$ cat config.mk
export PLATFORM = sky130hd
export DESIGN_NAME = sleep_port_clock_gating
export DESIGN_NICKNAME = d
export VERILOG_FILES = /design/src/inc/port_gate_pkg.sv /design/src/sleep_port_clock_gating.sv /design/src/port_fault_check.sv
export VERILOG_INCLUDE_DIRS = /design/src /design/src/inc
export SDC_FILE = /design/constraint.sdc
export NUM_CORES = 1
export LEC_CHECK = 0
export ABC_AREA = 1
export BUFFER_PORTS_ARGS = -buffer_cell sky130_fd_sc_hd__buf_2
export CORE_UTILIZATION = 30
export DETAILED_ROUTE_END_ITERATION = 6
export MAX_ROUTING_LAYER = met4
export PLACE_DENSITY_LB_ADDON = 0.05
export SYNTH_ARGS = -nofsm -noshare
export SYNTH_HDL_FRONTEND = slang
export SYNTH_HIERARCHICAL = 1
export SYNTH_SLANG_ARGS = --single-unit
export TNS_END_PERCENT = 1
$ cat constraint.sdc
create_clock -name hclk -period 2.3 [get_ports hclk]
set_input_delay 0.69 -clock hclk [delete_from_list [all_inputs] [get_ports hclk]]
set_output_delay 0.69 -clock hclk [all_outputs]
set_load 0.1 [all_outputs]
$ cat src/inc/port_gate_consts.svh
// Offsets, field positions, reset values and widths of the port gating block
`ifndef PORT_GATE_CONSTS_SVH
`define PORT_GATE_CONSTS_SVH

// Register byte offsets
`define RUN_CLOCK_CONFIGURATION_OFF 12'h060
`define RUN_PORT_CLOCK_GATE_OFF 12'h108
`define SLEEP_PORT_CLOCK_GATE_OFF 12'h118
`define DEEP_SLEEP_PORT_CLOCK_GATE_OFF 12'h128
`define GATE_FAULT_STATUS_OFF 12'h140
`define GATE_FAULT_MASK_OFF 12'h144
`define GATE_MODE_STATUS_OFF 12'h148

// Field layout
`define PORT_COUNT 8
`define PORT_FIELD_MSB 7
`define AUTO_CLOCK_GATING_ENABLE_BIT 0
`define MODE_STATUS_MODE_LSB 8
`define ADDR_DECODE_WIDTH 12

// Reset values
`define PORT_CLOCK_GATE_RESET 8'h00
`define RUN_CLOCK_CONFIGURATION_RESET 1'b0
`define GATE_FAULT_MASK_RESET 8'h00

`endif

$ cat src/inc/port_gate_pkg.sv
// Types shared by the port clock gating block
package port_gate_pkg;

  typedef enum logic [1:0]
  {
    mode_run = 2'b00,
    mode_sleep = 2'b01,
    mode_deep_sleep = 2'b10
  } power_mode_t;

  typedef struct packed
  {
    logic [11:0] addr;
    logic write;
  } bus_req_t;

  typedef struct packed
  {
    logic [7:0] run_gate;
    logic [7:0] sleep_gate;
    logic [7:0] deep_gate;
  } gate_set_t;

endpackage

$ cat src/sleep_port_clock_gating.sv
// Run, sleep and deep-sleep clock gating of eight ports with AHB-Lite access
`timescale 1ns/1ps
`include "port_gate_consts.svh"

////////////////////////////////////////////////////////////////////////////
// How it works
// [RQ1] Bits 7..0 enable the clock of ports H..A; set means clocked.
// [RQ2] A clear gating bit stops the clock to that port.
// [RQ3] Access to an unclocked port is answered with a bus fault.
// [RQ4] All gating bits reset to zero, every port unclocked.
// [RQ5] Bits 31..8 are read-only, read zero, ignore writes.
// [RQ6] Software preserves reserved bits and never relies on their value.
// [RQ7] Software enables each port it needs; none is on by default.
// [RQ8] Sleep register acts in Sleep; same-layout registers for run, deep sleep.
// [RQ9] Sleep registers apply only while auto clock gating is enabled.
// [RQ10] Run register at 0x108 holds the same layout, used while running.
// [RQ11] Sleep entry switches enables to sleep value; wake reverts to run.
module sleep_port_clock_gating
#(
  parameter int NPORTS = `PORT_COUNT
)
(
  // Clock and reset
  input wire logic hclk,
  input wire logic hresetn,
  // AHB-Lite slave
  input wire logic hsel,
  input wire logic [31:0] haddr,
  input wire logic [1:0] htrans,
  input wire logic hwrite,
  input wire logic [2:0] hsize,
  input wire logic [31:0] hwdata,
  input wire logic hready,
  output logic hreadyout,
  output logic hresp,
  output logic [31:0] hrdata,
  // Power mode requests from the system
  input wire logic sleep_req,
  input wire logic deep_sleep_req,
  // Port clock enables and port access faults
  output logic [NPORTS-1:0] port_clk_en,
  input wire logic [NPORTS-1:0] port_access,
  output logic [NPORTS-1:0] port_bus_fault,
  // Interrupt
  output logic irq
);

  ////////////////////////////////////////////////////////////////////////////
  // Register storage

  port_gate_pkg::gate_set_t gates;
  logic auto_clock_gating_enable;
  logic [NPORTS-1:0] fault_status;
  logic [NPORTS-1:0] fault_mask;

  ////////////////////////////////////////////////////////////////////////////
  // Mode request synchronisers

  logic sleep_meta;
  logic sleep_sync;
  logic deep_meta;
  logic deep_sync;

  always_ff @(posedge hclk or negedge hresetn)
  begin
    if (!hresetn)
    begin
      sleep_meta <= 1'b0;
      sleep_sync <= 1'b0;
      deep_meta <= 1'b0;
      deep_sync <= 1'b0;
    end
    else
    begin
      sleep_meta <= sleep_req;
      sleep_sync <= sleep_meta;
      deep_meta <= deep_sleep_req;
      deep_sync <= deep_meta;
    end
  end

  ////////////////////////////////////////////////////////////////////////////
  // Power mode selection

  port_gate_pkg::power_mode_t mode;
  port_gate_pkg::power_mode_t next_mode;

  always_comb
  begin
    next_mode = port_gate_pkg::mode_run;
    // Without auto gating the run register stays in force in every mode
    if (auto_clock_gating_enable) // [RQ9]
    begin
      if (deep_sync)
        next_mode = port_gate_pkg::mode_deep_sleep;
      else if (sleep_sync)
        next_mode = port_gate_pkg::mode_sleep; // [RQ8]
    end
  end

  always_ff @(posedge hclk or negedge hresetn)
  begin
    if (!hresetn)
      mode <= port_gate_pkg::mode_run;
    else
      mode <= next_mode; // [RQ11]
  end

  ////////////////////////////////////////////////////////////////////////////
  // Port clock enables

  logic [NPORTS-1:0] next_clk_en;

  always_comb
  begin
    next_clk_en = gates.run_gate[NPORTS-1:0]; // [RQ10]
    unique case (mode)
      port_gate_pkg::mode_run:
        next_clk_en = gates.run_gate[NPORTS-1:0];
      port_gate_pkg::mode_sleep:
        next_clk_en = gates.sleep_gate[NPORTS-1:0]; // [RQ8] [RQ11]
      port_gate_pkg::mode_deep_sleep:
        next_clk_en = gates.deep_gate[NPORTS-1:0];
      default:
        next_clk_en = gates.run_gate[NPORTS-1:0];
    endcase
  end

  always_ff @(posedge hclk or negedge hresetn)
  begin
    if (!hresetn)
      port_clk_en <= '0; // [RQ4]
    else
      port_clk_en <= next_clk_en; // [RQ1] [RQ2]
  end

  ////////////////////////////////////////////////////////////////////////////
  // Faults on accesses to unclocked ports

  logic [NPORTS-1:0] fault_event;

  port_fault_check #(.NPORTS(NPORTS)) u_fault
  (
    .hclk(hclk),
    .hresetn(hresetn),
    .port_access(port_access),
    .clk_en(port_clk_en),
    .fault(fault_event)
  );

  assign port_bus_fault = fault_event; // [RQ3]

  ////////////////////////////////////////////////////////////////////////////
  // AHB-Lite address phase

  port_gate_pkg::bus_req_t req;
  logic data_phase;
  logic wr_pending;
  logic rd_pending;
  logic take;

  assign take = hsel & htrans[1] & hready;
  assign wr_pending = data_phase & req.write;
  assign rd_pending = data_phase & ~req.write;

  always_ff @(posedge hclk or negedge hresetn)
  begin
    if (!hresetn)
    begin
      req <= '0;
      data_phase <= 1'b0;
    end
    else
    begin
      data_phase <= take;
      if (take)
      begin
        req.addr <= haddr[`ADDR_DECODE_WIDTH-1:0];
        req.write <= hwrite;
      end
    end
  end

  // Reads take one wait state because hrdata is registered a cycle into the data phase
  always_ff @(posedge hclk or negedge hresetn)
  begin
    if (!hresetn)
      hreadyout <= 1'b1;
    else if (take & ~hwrite)
      hreadyout <= 1'b0;
    else
      hreadyout <= 1'b1;
  end

  always_ff @(posedge hclk or negedge hresetn)
  begin
    if (!hresetn)
      hresp <= 1'b0;
    else
      hresp <= 1'b0;
  end

  ////////////////////////////////////////////////////////////////////////////
  // Register writes

  logic wr_run;
  logic wr_sleep;
  logic wr_deep;
  logic wr_cfg;
  logic wr_status;
  logic wr_mask;

  assign wr_run = wr_pending & (req.addr == `RUN_PORT_CLOCK_GATE_OFF);
  assign wr_sleep = wr_pending & (req.addr == `SLEEP_PORT_CLOCK_GATE_OFF);
  assign wr_deep = wr_pending & (req.addr == `DEEP_SLEEP_PORT_CLOCK_GATE_OFF);
  assign wr_cfg = wr_pending & (req.addr == `RUN_CLOCK_CONFIGURATION_OFF);
  assign wr_status = wr_pending & (req.addr == `GATE_FAULT_STATUS_OFF);
  assign wr_mask = wr_pending & (req.addr == `GATE_FAULT_MASK_OFF);

  // Only the low port bits are stored; upper bits of a write are dropped
  always_ff @(posedge hclk or negedge hresetn)
  begin
    if (!hresetn)
    begin
      gates.run_gate <= `PORT_CLOCK_GATE_RESET;
      gates.sleep_gate <= `PORT_CLOCK_GATE_RESET; // [RQ4]
      gates.deep_gate <= `PORT_CLOCK_GATE_RESET;
    end
    else
    begin
      if (wr_run)
        gates.run_gate <= hwdata[`PORT_FIELD_MSB:0]; // [RQ10]
      if (wr_sleep)
        gates.sleep_gate <= hwdata[`PORT_FIELD_MSB:0]; // [RQ1] [RQ5]
      if (wr_deep)
        gates.deep_gate <= hwdata[`PORT_FIELD_MSB:0];
    end
  end

  always_ff @(posedge hclk or negedge hresetn)
  begin
    if (!hresetn)
      auto_clock_gating_enable <= `RUN_CLOCK_CONFIGURATION_RESET;
    else if (wr_cfg)
      auto_clock_gating_enable <= hwdata[`AUTO_CLOCK_GATING_ENABLE_BIT];
  end

  always_ff @(posedge hclk or negedge hresetn)
  begin
    if (!hresetn)
      fault_mask <= `GATE_FAULT_MASK_RESET;
    else if (wr_mask)
      fault_mask <= hwdata[NPORTS-1:0];
  end

  // Sticky fault bits: a new fault wins over a write-one clear
  always_ff @(posedge hclk or negedge hresetn)
  begin
    if (!hresetn)
      fault_status <= '0;
    else if (wr_status)
      fault_status <= (fault_status & ~hwdata[NPORTS-1:0]) | fault_event;
    else
      fault_status <= fault_status | fault_event;
  end

  always_ff @(posedge hclk or negedge hresetn)
  begin
    if (!hresetn)
      irq <= 1'b0;
    else
      irq <= |(fault_status & fault_mask);
  end

  ////////////////////////////////////////////////////////////////////////////
  // Register reads

  logic [31:0] next_rdata;

  // Reserved and unmapped bits read as zero
  always_comb
  begin
    next_rdata = 32'h0000_0000;
    unique case (req.addr)
      `RUN_PORT_CLOCK_GATE_OFF:
        next_rdata[`PORT_FIELD_MSB:0] = gates.run_gate;
      `SLEEP_PORT_CLOCK_GATE_OFF:
        next_rdata[`PORT_FIELD_MSB:0] = gates.sleep_gate; // [RQ5]
      `DEEP_SLEEP_PORT_CLOCK_GATE_OFF:
        next_rdata[`PORT_FIELD_MSB:0] = gates.deep_gate;
      `RUN_CLOCK_CONFIGURATION_OFF:
        next_rdata[`AUTO_CLOCK_GATING_ENABLE_BIT] = auto_clock_gating_enable;
      `GATE_FAULT_STATUS_OFF:
        next_rdata[NPORTS-1:0] = fault_status;
      `GATE_FAULT_MASK_OFF:
        next_rdata[NPORTS-1:0] = fault_mask;
      `GATE_MODE_STATUS_OFF:
      begin
        next_rdata[NPORTS-1:0] = port_clk_en;
        next_rdata[`MODE_STATUS_MODE_LSB+1:`MODE_STATUS_MODE_LSB] = mode;
      end
      default:
        next_rdata = 32'h0000_0000;
    endcase
  end

  always_ff @(posedge hclk or negedge hresetn)
  begin
    if (!hresetn)
      hrdata <= 32'h0000_0000;
    else if (rd_pending)
      hrdata <= next_rdata;
  end

endmodule

$ cat src/port_fault_check.sv
// Per-port bus fault detection for accesses to unclocked ports
`timescale 1ns/1ps
`include "port_gate_consts.svh"

module port_fault_check
#(
  parameter int NPORTS = `PORT_COUNT
)
(
  // Clock and reset
  input wire logic hclk,
  input wire logic hresetn,
  // Port accesses and current clock enables
  input wire logic [NPORTS-1:0] port_access,
  input wire logic [NPORTS-1:0] clk_en,
  // One-cycle fault answer per port
  output logic [NPORTS-1:0] fault
);

  genvar i;
  generate
    for (i = 0; i < NPORTS; i++)
    begin : g_port
      always_ff @(posedge hclk or negedge hresetn)
      begin
        if (!hresetn)
          fault[i] <= 1'b0;
        else
          fault[i] <= port_access[i] & ~clk_en[i]; // [RQ3]
      end
    end
  endgenerate

endmodule

== Word level (Yosys, flattened, before mapping) ==
Cells that the tools add are included.

* Add/sub/neg operators: 0
* Multiply operators: 0
* Div/mod/pow operators: 0
* Magnitude comparators: 0
* Equal/unequal tests: 9
* Shifts and indexed selects: 0
* Mux-type cells: 9
* Bitwise logic cells: 34
* Reductions and logical operators: 1

{| class="wikitable"
|+ Operators with widths
! kind !! number
|-
| $eq A12 B9 Y1 const B || 6
|-
| $pmux W7 S6 || 1
|-
| $and A1 B1 Y1 || 19
|-
| $and A8 B8 Y8 || 2
|-
| $or A8 B8 Y8 || 2
|-
| $pmux W8 S2 || 1
|-
| $eq A12 B7 Y1 const B || 1
|-
| $not A1 Y1 || 10
|-
| $mux W8 || 1
|-
| $not A8 Y8 || 1
|-
| $reduce_or A8 Y1 || 1
|-
| $pmux W1 S7 || 1
|-
| $mux W2 || 3
|-
| $eq A2 B1 Y1 const B || 1
|-
| $eq A2 B2 Y1 const B || 1
|-
| $mux W1 || 2
|}

* Register bits: 89
* Bits in latches: 0
* RAM bits: 0
* Bits in read-only memories: 0
* Input port bits: 84
* Output and inout bits: 51
* Word-level logic and storage cells: 79
* Memories: 0

== Logic depth before layout (Yosys ltp) ==
Gate-level depths: netlist of the first run.

* Word-level depth: 4
* Depth in mapped cells: 10

== Cells and area by module ==
The synthesis of the first run kept the hierarchy.

{| class="wikitable"
|+ Modules (own cells, without submodules)
! module !! instances !! cells each !! area an instance (sq um)
|-
| sleep_port_clock_gating || 1 || 490 || 4040.1
|-
| port_fault_check || 1 || 24 || 280.3
|}

== Least setup slack after synthesis of the first run ==
No wires, ideal clock.

* Path type: flip-flop to output port
* From: register port_clk_en[0]
* To: output port_clk_en[0]
* Arrival: 925 ps
* Path slack: 685 ps
* Stages on the path, launching flop included: 1
* Cell sequence: dfrtp_1

{| class="wikitable"
|+ RTL lines
! what !! RTL line !! source
|-
| from (decl) || sleep_port_clock_gating.sv:41 || <nowiki>output logic [NPORTS-1:0] port_clk_en,</nowiki>
|-
| from (signal assigned) || sleep_port_clock_gating.sv:134 || <nowiki>port_clk_en <= next_clk_en;</nowiki>
|}

No word-level cell between the ends.

== Worst setup path after layout of the first run ==
* From: register hreadyout
* To: output hreadyout

{| class="wikitable"
|+ RTL lines
! what !! RTL line !! source
|-
| from (decl) || sleep_port_clock_gating.sv:34 || <nowiki>output logic hreadyout,</nowiki>
|-
| from (signal assigned) || sleep_port_clock_gating.sv:188 || <nowiki>hreadyout <= 1'b1;</nowiki>
|-
| from (signal assigned) || sleep_port_clock_gating.sv:190 || <nowiki>hreadyout <= 1'b0;</nowiki>
|-
| from (signal assigned) || sleep_port_clock_gating.sv:192 || <nowiki>hreadyout <= 1'b1;</nowiki>
|}

No word-level cell between the ends.

==> results of run 1 <==
-- per-layer routing --
metal,vias to the layer above,wire length (um),global-route usage
met5,-,0,-
met4,0,206,0.0748
met3,13,517,0.0281
met2,83,4810,0.234
met1,1555,5680,0.246
li1,1723,-,-
-- cell usage after synthesis, types with 3 or more instances --
cell type / count / area (um^2)
nor2_2: 12 / 75.1
buf_4: 25 / 188
o21ai_1: 10 / 50.1
nand2_2: 6 / 37.5
clkbuf_1: 6 / 22.5
o21ai_0: 27 / 135
nand2_4: 3 / 33.8
inv_2: 5 / 18.8
nor2_1: 55 / 206
nor2_4: 5 / 56.3
inv_1: 47 / 176
buf_6: 4 / 45.0
nand2_1: 135 / 507
dfrtp_1: 88 / 2200
o21ai_2: 16 / 140
nand3_1: 29 / 145
a21oi_1: 20 / 100
-- registers in the layout (all words and copies together), names as in the netlist --
| name | count |
|---|---|
| req | 13 |
| sleep_sync | 1 |
| hreadyout | 1 |
| irq | 1 |
| gates | 24 |
| deep_meta | 1 |
| fault_mask | 8 |
| data_phase | 1 |
| port_clk_en | 8 |
| mode | 2 |
| u_fault/fault | 8 |
| hrdata | 10 |
| auto_clock_gating_enable | 1 |
| deep_sync | 1 |
| fault_status | 8 |
| sleep_meta | 1 |
-- cell type report --
cell class | count | share of cell area
clock buffers | 11 | 0.0480
clock inverters | 3 | 0.00841
inverters | 53 | 0.0393
multi-input cells | 358 | 0.339
flip-flops and latches | 89 | 0.441
well taps | 180 | 0.0445
repair buffers | 73 | 0.0801
-- stage by stage --
step,std cells,util
final,767,0.362
after global routing,767,0.362
after CTS,767,0.362
after detailed placement,753,0.341
after global placement,753,0.341
after floorplan,536,-
-- where the power goes --
part / switching (mW) / internal [mW]
sequential: 0.0844 / 1.67
combinational: 0.866 / 0.167
clock: 0.594 / 0.858
total: 1.54 / 2.70
-- logic make-up (layout without fill, tap and decap cells) --
group / after synthesis / after routing / synth area share
AO/OA/AOI/OAI: 81 / 81 / 0.113
adder cells (fa/ha/maj): 2 / 2 / 0.00579
buffers and inverters: 89 / 140 / 0.106
flip-flops: 89 / 89 / 0.516
other: 1 / 23 / 0.000868
AND/OR/NAND/NOR: 252 / 252 / 0.258
-- final timing paths --
kind	start	end	slack, ns	cells after the start
min in group hclk	sleep_meta	sleep_sync	0.35	0
worst max register to register	req[12]	fault_mask[6]	0.48	6
worst max-delay path	hreadyout	hreadyout	0.34	1
worst min-delay path	hresetn	irq	0.33	1
max in group asynchronous	hresetn	gates[5]	1.38	2
worst min register to register	sleep_meta	sleep_sync	0.35	0
==> results.json, run 1 <==
{
  "hpwl_mm": 8.58,
  "routed_wl_mm": 11.2,
  "synth_edf_count": 0,
  "finClkSkew_ns": 0.00788,
  "cts_buffers": 9,
  "drc_errors": 0,
  "vias": 3374,
  "die_w_um": 122,
  "grt_use_total": 0.171,
  "maxCapViolCount": 0,
  "final_common_cell": "nand2_1",
  "path_class": "flip-flop to output port",
  "cp_slowest_cell": "dfstp_2",
  "yosysUniqueCellTypes": 33,
  "clockBufferDepth": 2,
  "ff_latch_area_um2": 2230,
  "syn_avg_cell_area_um2": 8.41,
  "drt_iter0_drc": 231,
  "synthArstFlopShare": 1.00,
  "place_area_um2": 4770,
  "ys_seq_area_frac": 0.516,
  "cts_resized": 0,
  "fin_crit_sh": 0.851,
  "clkLatencyLatePin_ns": 0.35,
  "antenna-diode-count": 0,
  "detail_route.wl_per_cell_um": 14.6,
  "peakVddDrop_mv": 0.304,
  "holdCritPathClass": "input port to async pin",
  "cp.required_ns": 1.61,
  "fin_setup_tns_ns": 0,
  "grt.overflow.total": 0,
  "cts_sinks": 89,
  "slew_viol_final": 0,
  "yosys_warnings": 6,
  "first_pass_iters": 4,
  "cts_setup_buffers": 0,
  "total_power_mw": 4.24,
  "path_buf_inv": 1,
  "clkSlewWorstSetupHoldPaths_ns": 0.07,
  "netlist_instances": 514,
  "antenna_found_initial": 0,
  "fill_cells": 1472,
  "start_util": 0.309,
  "final_area_um2": 5060,
  "rsz0062_at_grt": "no",
  "io_pins": 135,
  "clockRootBuffer": "clkbuf_16",
  "max_freq_ghz": 0.511,
  "yosys_most_used_dff": "dfrtp_1",
  "area_delta_synth_final_pct": 17.1,
  "htree_levels": 3,
  "io_buffers": 63,
  "num_rows": 43,
  "finalWorstSetupSlack_ns": 0.343,
  "crit_arrival_ns": 1.27,
  "startpoint_type": "flip-flop",
  "cp_cell_sequence": "buf_2",
  "drive_gt1_frac": 0.235,
  "grt_max_degree": 39,
  "period_needed_ns": 1.96,
  "fin_nets": 670,
  "multi_input_area_um2": 1720,
  "max_stage_delay_ns": 0.51,
  "layout_common_cells": "nand2_1 (135), dfrtp_1 (88), buf_2 (62)",
  "max_slew_margin": 0.627,
  "powerDensity_nw_per_um2": 839,
  "status": "finished, final reports clean",
  "path_max_fanout": 1,
  "crit_path_end_kind": "output port",
  "detail-route-antenna-nets": 0,
  "grt_pass1_wl_mm": 18.0,
  "cts_tree": "done",
  "viasPerCell": 4.40,
  "synthesis.area_um2": 4320,
  "tightestPinTransition_ns": 0.556,
  "ys_ff_latch": 89,
  "place_ws_ns": 0.426,
  "grt_pass1_vias": 3217,
  "gp_congestion": 0.822,
  "dieArea_um2": 14900,
  "path_delay_family": "flip-flops",
  "hold_buffers": 0,
  "hold_viol": 0,
  "whs_ns": 0.326,
  "die_h_um": 122,
  "leakage_nw": 2.55,
  "core_um2": 14000,
  "final-setup-viol-count": 0
}
Note: power is estimated with default switching activity, not from simulation.
==> run 2: changes to the inputs <==
==> constraint.sdc (replaced) <==
create_clock -name hclk -period 1.9 [get_ports hclk]
set_input_delay 0.57 -clock hclk [delete_from_list [all_inputs] [get_ports hclk]]
set_output_delay 0.57 -clock hclk [all_outputs]
set_load 0.1 [all_outputs]
==> run 2 against run 1 <==
Net effect: via count is essentially flat; non-clock buffer count grew 5; clock-buffer cell count grew 4; critical path type unchanged; largest power group unchanged; highest routed layer unchanged.
==> results.json, run 2 (synthesis gave the netlist of run 1 again) <==
{
  "path_buf_inv": 1,
  "core_um2": 14000,
  "htree_levels": 3,
  "path_class": "flip-flop to output port",
  "p_int_mw": 3.16,
  "cts_setup_buffers": 0,
  "holdCritPathClass": "input port to async pin",
  "routed_wl_mm": 11.3,
  "status": "finished, final reports clean",
  "fin_crit_sh": 0.966,
  "peakVddDrop_mv": 0.355,
  "finalWorstSetupSlack_ns": 0.0641,
  "path_max_fanout": 1,
  "cts_resized": 0,
  "r2r_start": "req[12]",
  "drt_iter0_drc": 139,
  "largest_reg_flops": 24,
  "area_delta_synth_final_pct": 17.7,
  "dieArea_um2": 14900,
  "antenna-diode-count": 0,
  "fin_util": 0.364,
  "reg2reg_slack_ns": 0.30,
  "viasPerCell": 4.36,
  "slew_viol_final": 0,
  "grt_use_total": 0.168,
  "layout_common_cells": "nand2_1 (135), dfrtp_1 (88), buf_2 (62)",
  "powerDensity_nw_per_um2": 992,
  "clkSlewWorstSetupHoldPaths_ns": 0.06,
  "clockBufferDepth": 2,
  "grt.overflow.total": 0,
  "leakage_nw": 2.57,
  "total_power_mw": 5.05,
  "cp.required_ns": 1.33,
  "grt_pass1_vias": 3185,
  "crit_arrival_ns": 1.27,
  "clockRootBuffer": "clkbuf_16",
  "num_rows": 43,
  "detail_route.wl_per_cell_um": 14.6,
  "grt_pass1_wl_mm": 17.8,
  "fill_cells": 1492,
  "combPwrFrac": 0.251,
  "max_stage_delay_ns": 0.51,
  "die_h_um": 122,
  "vias": 3377,
  "startpoint_type": "flip-flop",
  "first_pass_iters": 4,
  "final_common_cell": "nand2_1",
  "drc_errors": 0,
  "final-setup-viol-count": 0,
  "swShare": 0.373,
  "place_ws_ns": 0.265,
  "switchingPower_mw": 1.88,
  "hold_buffers": 0,
  "rsz0062_at_grt": "no",
  "cts_buffers": 9,
  "crit_path_end_kind": "output port",
  "top_register": "gates",
  "hpwl_mm": 8.73,
  "antenna_found_initial": 0,
  "seqPwrFrac": 0.421,
  "io_buffers": 63,
  "cp_cell_sequence": "buf_2",
  "maxCapViolCount": 0,
  "die_w_um": 122,
  "cp_slowest_cell": "dfstp_2",
  "detail-route-antenna-nets": 0,
  "reg2regPathDepth": 8,
  "finClkSkew_ns": 0.00768,
  "period_needed_ns": 1.84,
  "fin_setup_tns_ns": 0,
  "reg_top3": "gates: 24 flops, req: 13 flops, hrdata: 10 flops",
  "gp_congestion": 0.855,
  "cts_tree": "done",
  "clkLatencyLatePin_ns": 0.34,
  "drive_gt1_frac": 0.237,
  "max_freq_ghz": 0.545,
  "cts_sinks": 89,
  "io_pins": 135,
  "fin_nets": 675,
  "reg2reg_to": "hrdata[5]",
  "hold_viol": 0,
  "start_util": 0.309,
  "grt_max_degree": 27,
  "clkPwrFrac": 0.327,
  "path_delay_family": "flip-flops"
}
[run 2: changes by cell type in the layout (fill, tap and decap cells not counted), sizes merged]
cell / delta
buf: +5
clkbuf: +4
bufinv: -1
clkinvlp: -1
[run 2: stage by stage]
stage | hold slack, ns | cell area, um^2 | std cells
after CTS | 0.124 | 5090 | 774
after global placement | 0.333 | 4820 | 758
after floorplan | 0.274 | 4400 | 536
after detailed placement | 0.336 | 4820 | 758
after global routing | 0.134 | 5090 | 774
final | 0.125 | 5090 | 774
[run 2: layout make-up]
| cell class | instances | area, um^2 | share of cell area |
|---|---|---|---|
| Clock inverter | 1 | 5.00 | 0.000984 |
| Clock buffer | 15 | 258 | 0.0507 |
| Multi-Input combinational cell | 358 | 1720 | 0.337 |
| Tap cell | 180 | 225 | 0.0443 |
| Inverter | 53 | 199 | 0.0391 |
| Sequential cell | 89 | 2230 | 0.438 |
| Timing Repair Buffer | 78 | 455 | 0.0895 |
[run 2: metal layers]
metal | vias to the layer above | GRT usage | routed length (um)
met3 | 17 | 0.0379 | 413
li1 | 1733 | - | -
met2 | 81 | 0.229 | 4780
met1 | 1546 | 0.241 | 5900
met5 | - | - | 0
met4 | 0 | 0.0610 | 220
[run 2: worst max path at each step]
| stage | from | to | slack, ns | cells after the start |
|---|---|---|---|---|
| CTS | hreadyout | hreadyout | 0.05 | 1 |
| floorplan | port_clk_en[0] | port_clk_en[0] | 0.40 | 0 |
| finish | hreadyout | hreadyout | 0.06 | 1 |
| global route | port_clk_en[4] | port_clk_en[4] | 0.03 | 1 |
| global placement | req[12] | hrdata[5] | 0.30 | 8 |
| detailed placement | req[12] | hrdata[5] | 0.27 | 8 |
[run 2: power groups by stage]
stage | sequential (mW) | clock [mW] | combinational [mW]
finish | 2.13 | 1.65 | 1.27
global route | 2.14 | 1.79 | 1.36
floorplan | 2.62 | 0 | 0.551
CTS | 2.13 | 1.70 | 1.28
detailed placement | 2.17 | 0 | 1.28
global placement | 2.16 | 0 | 1.28
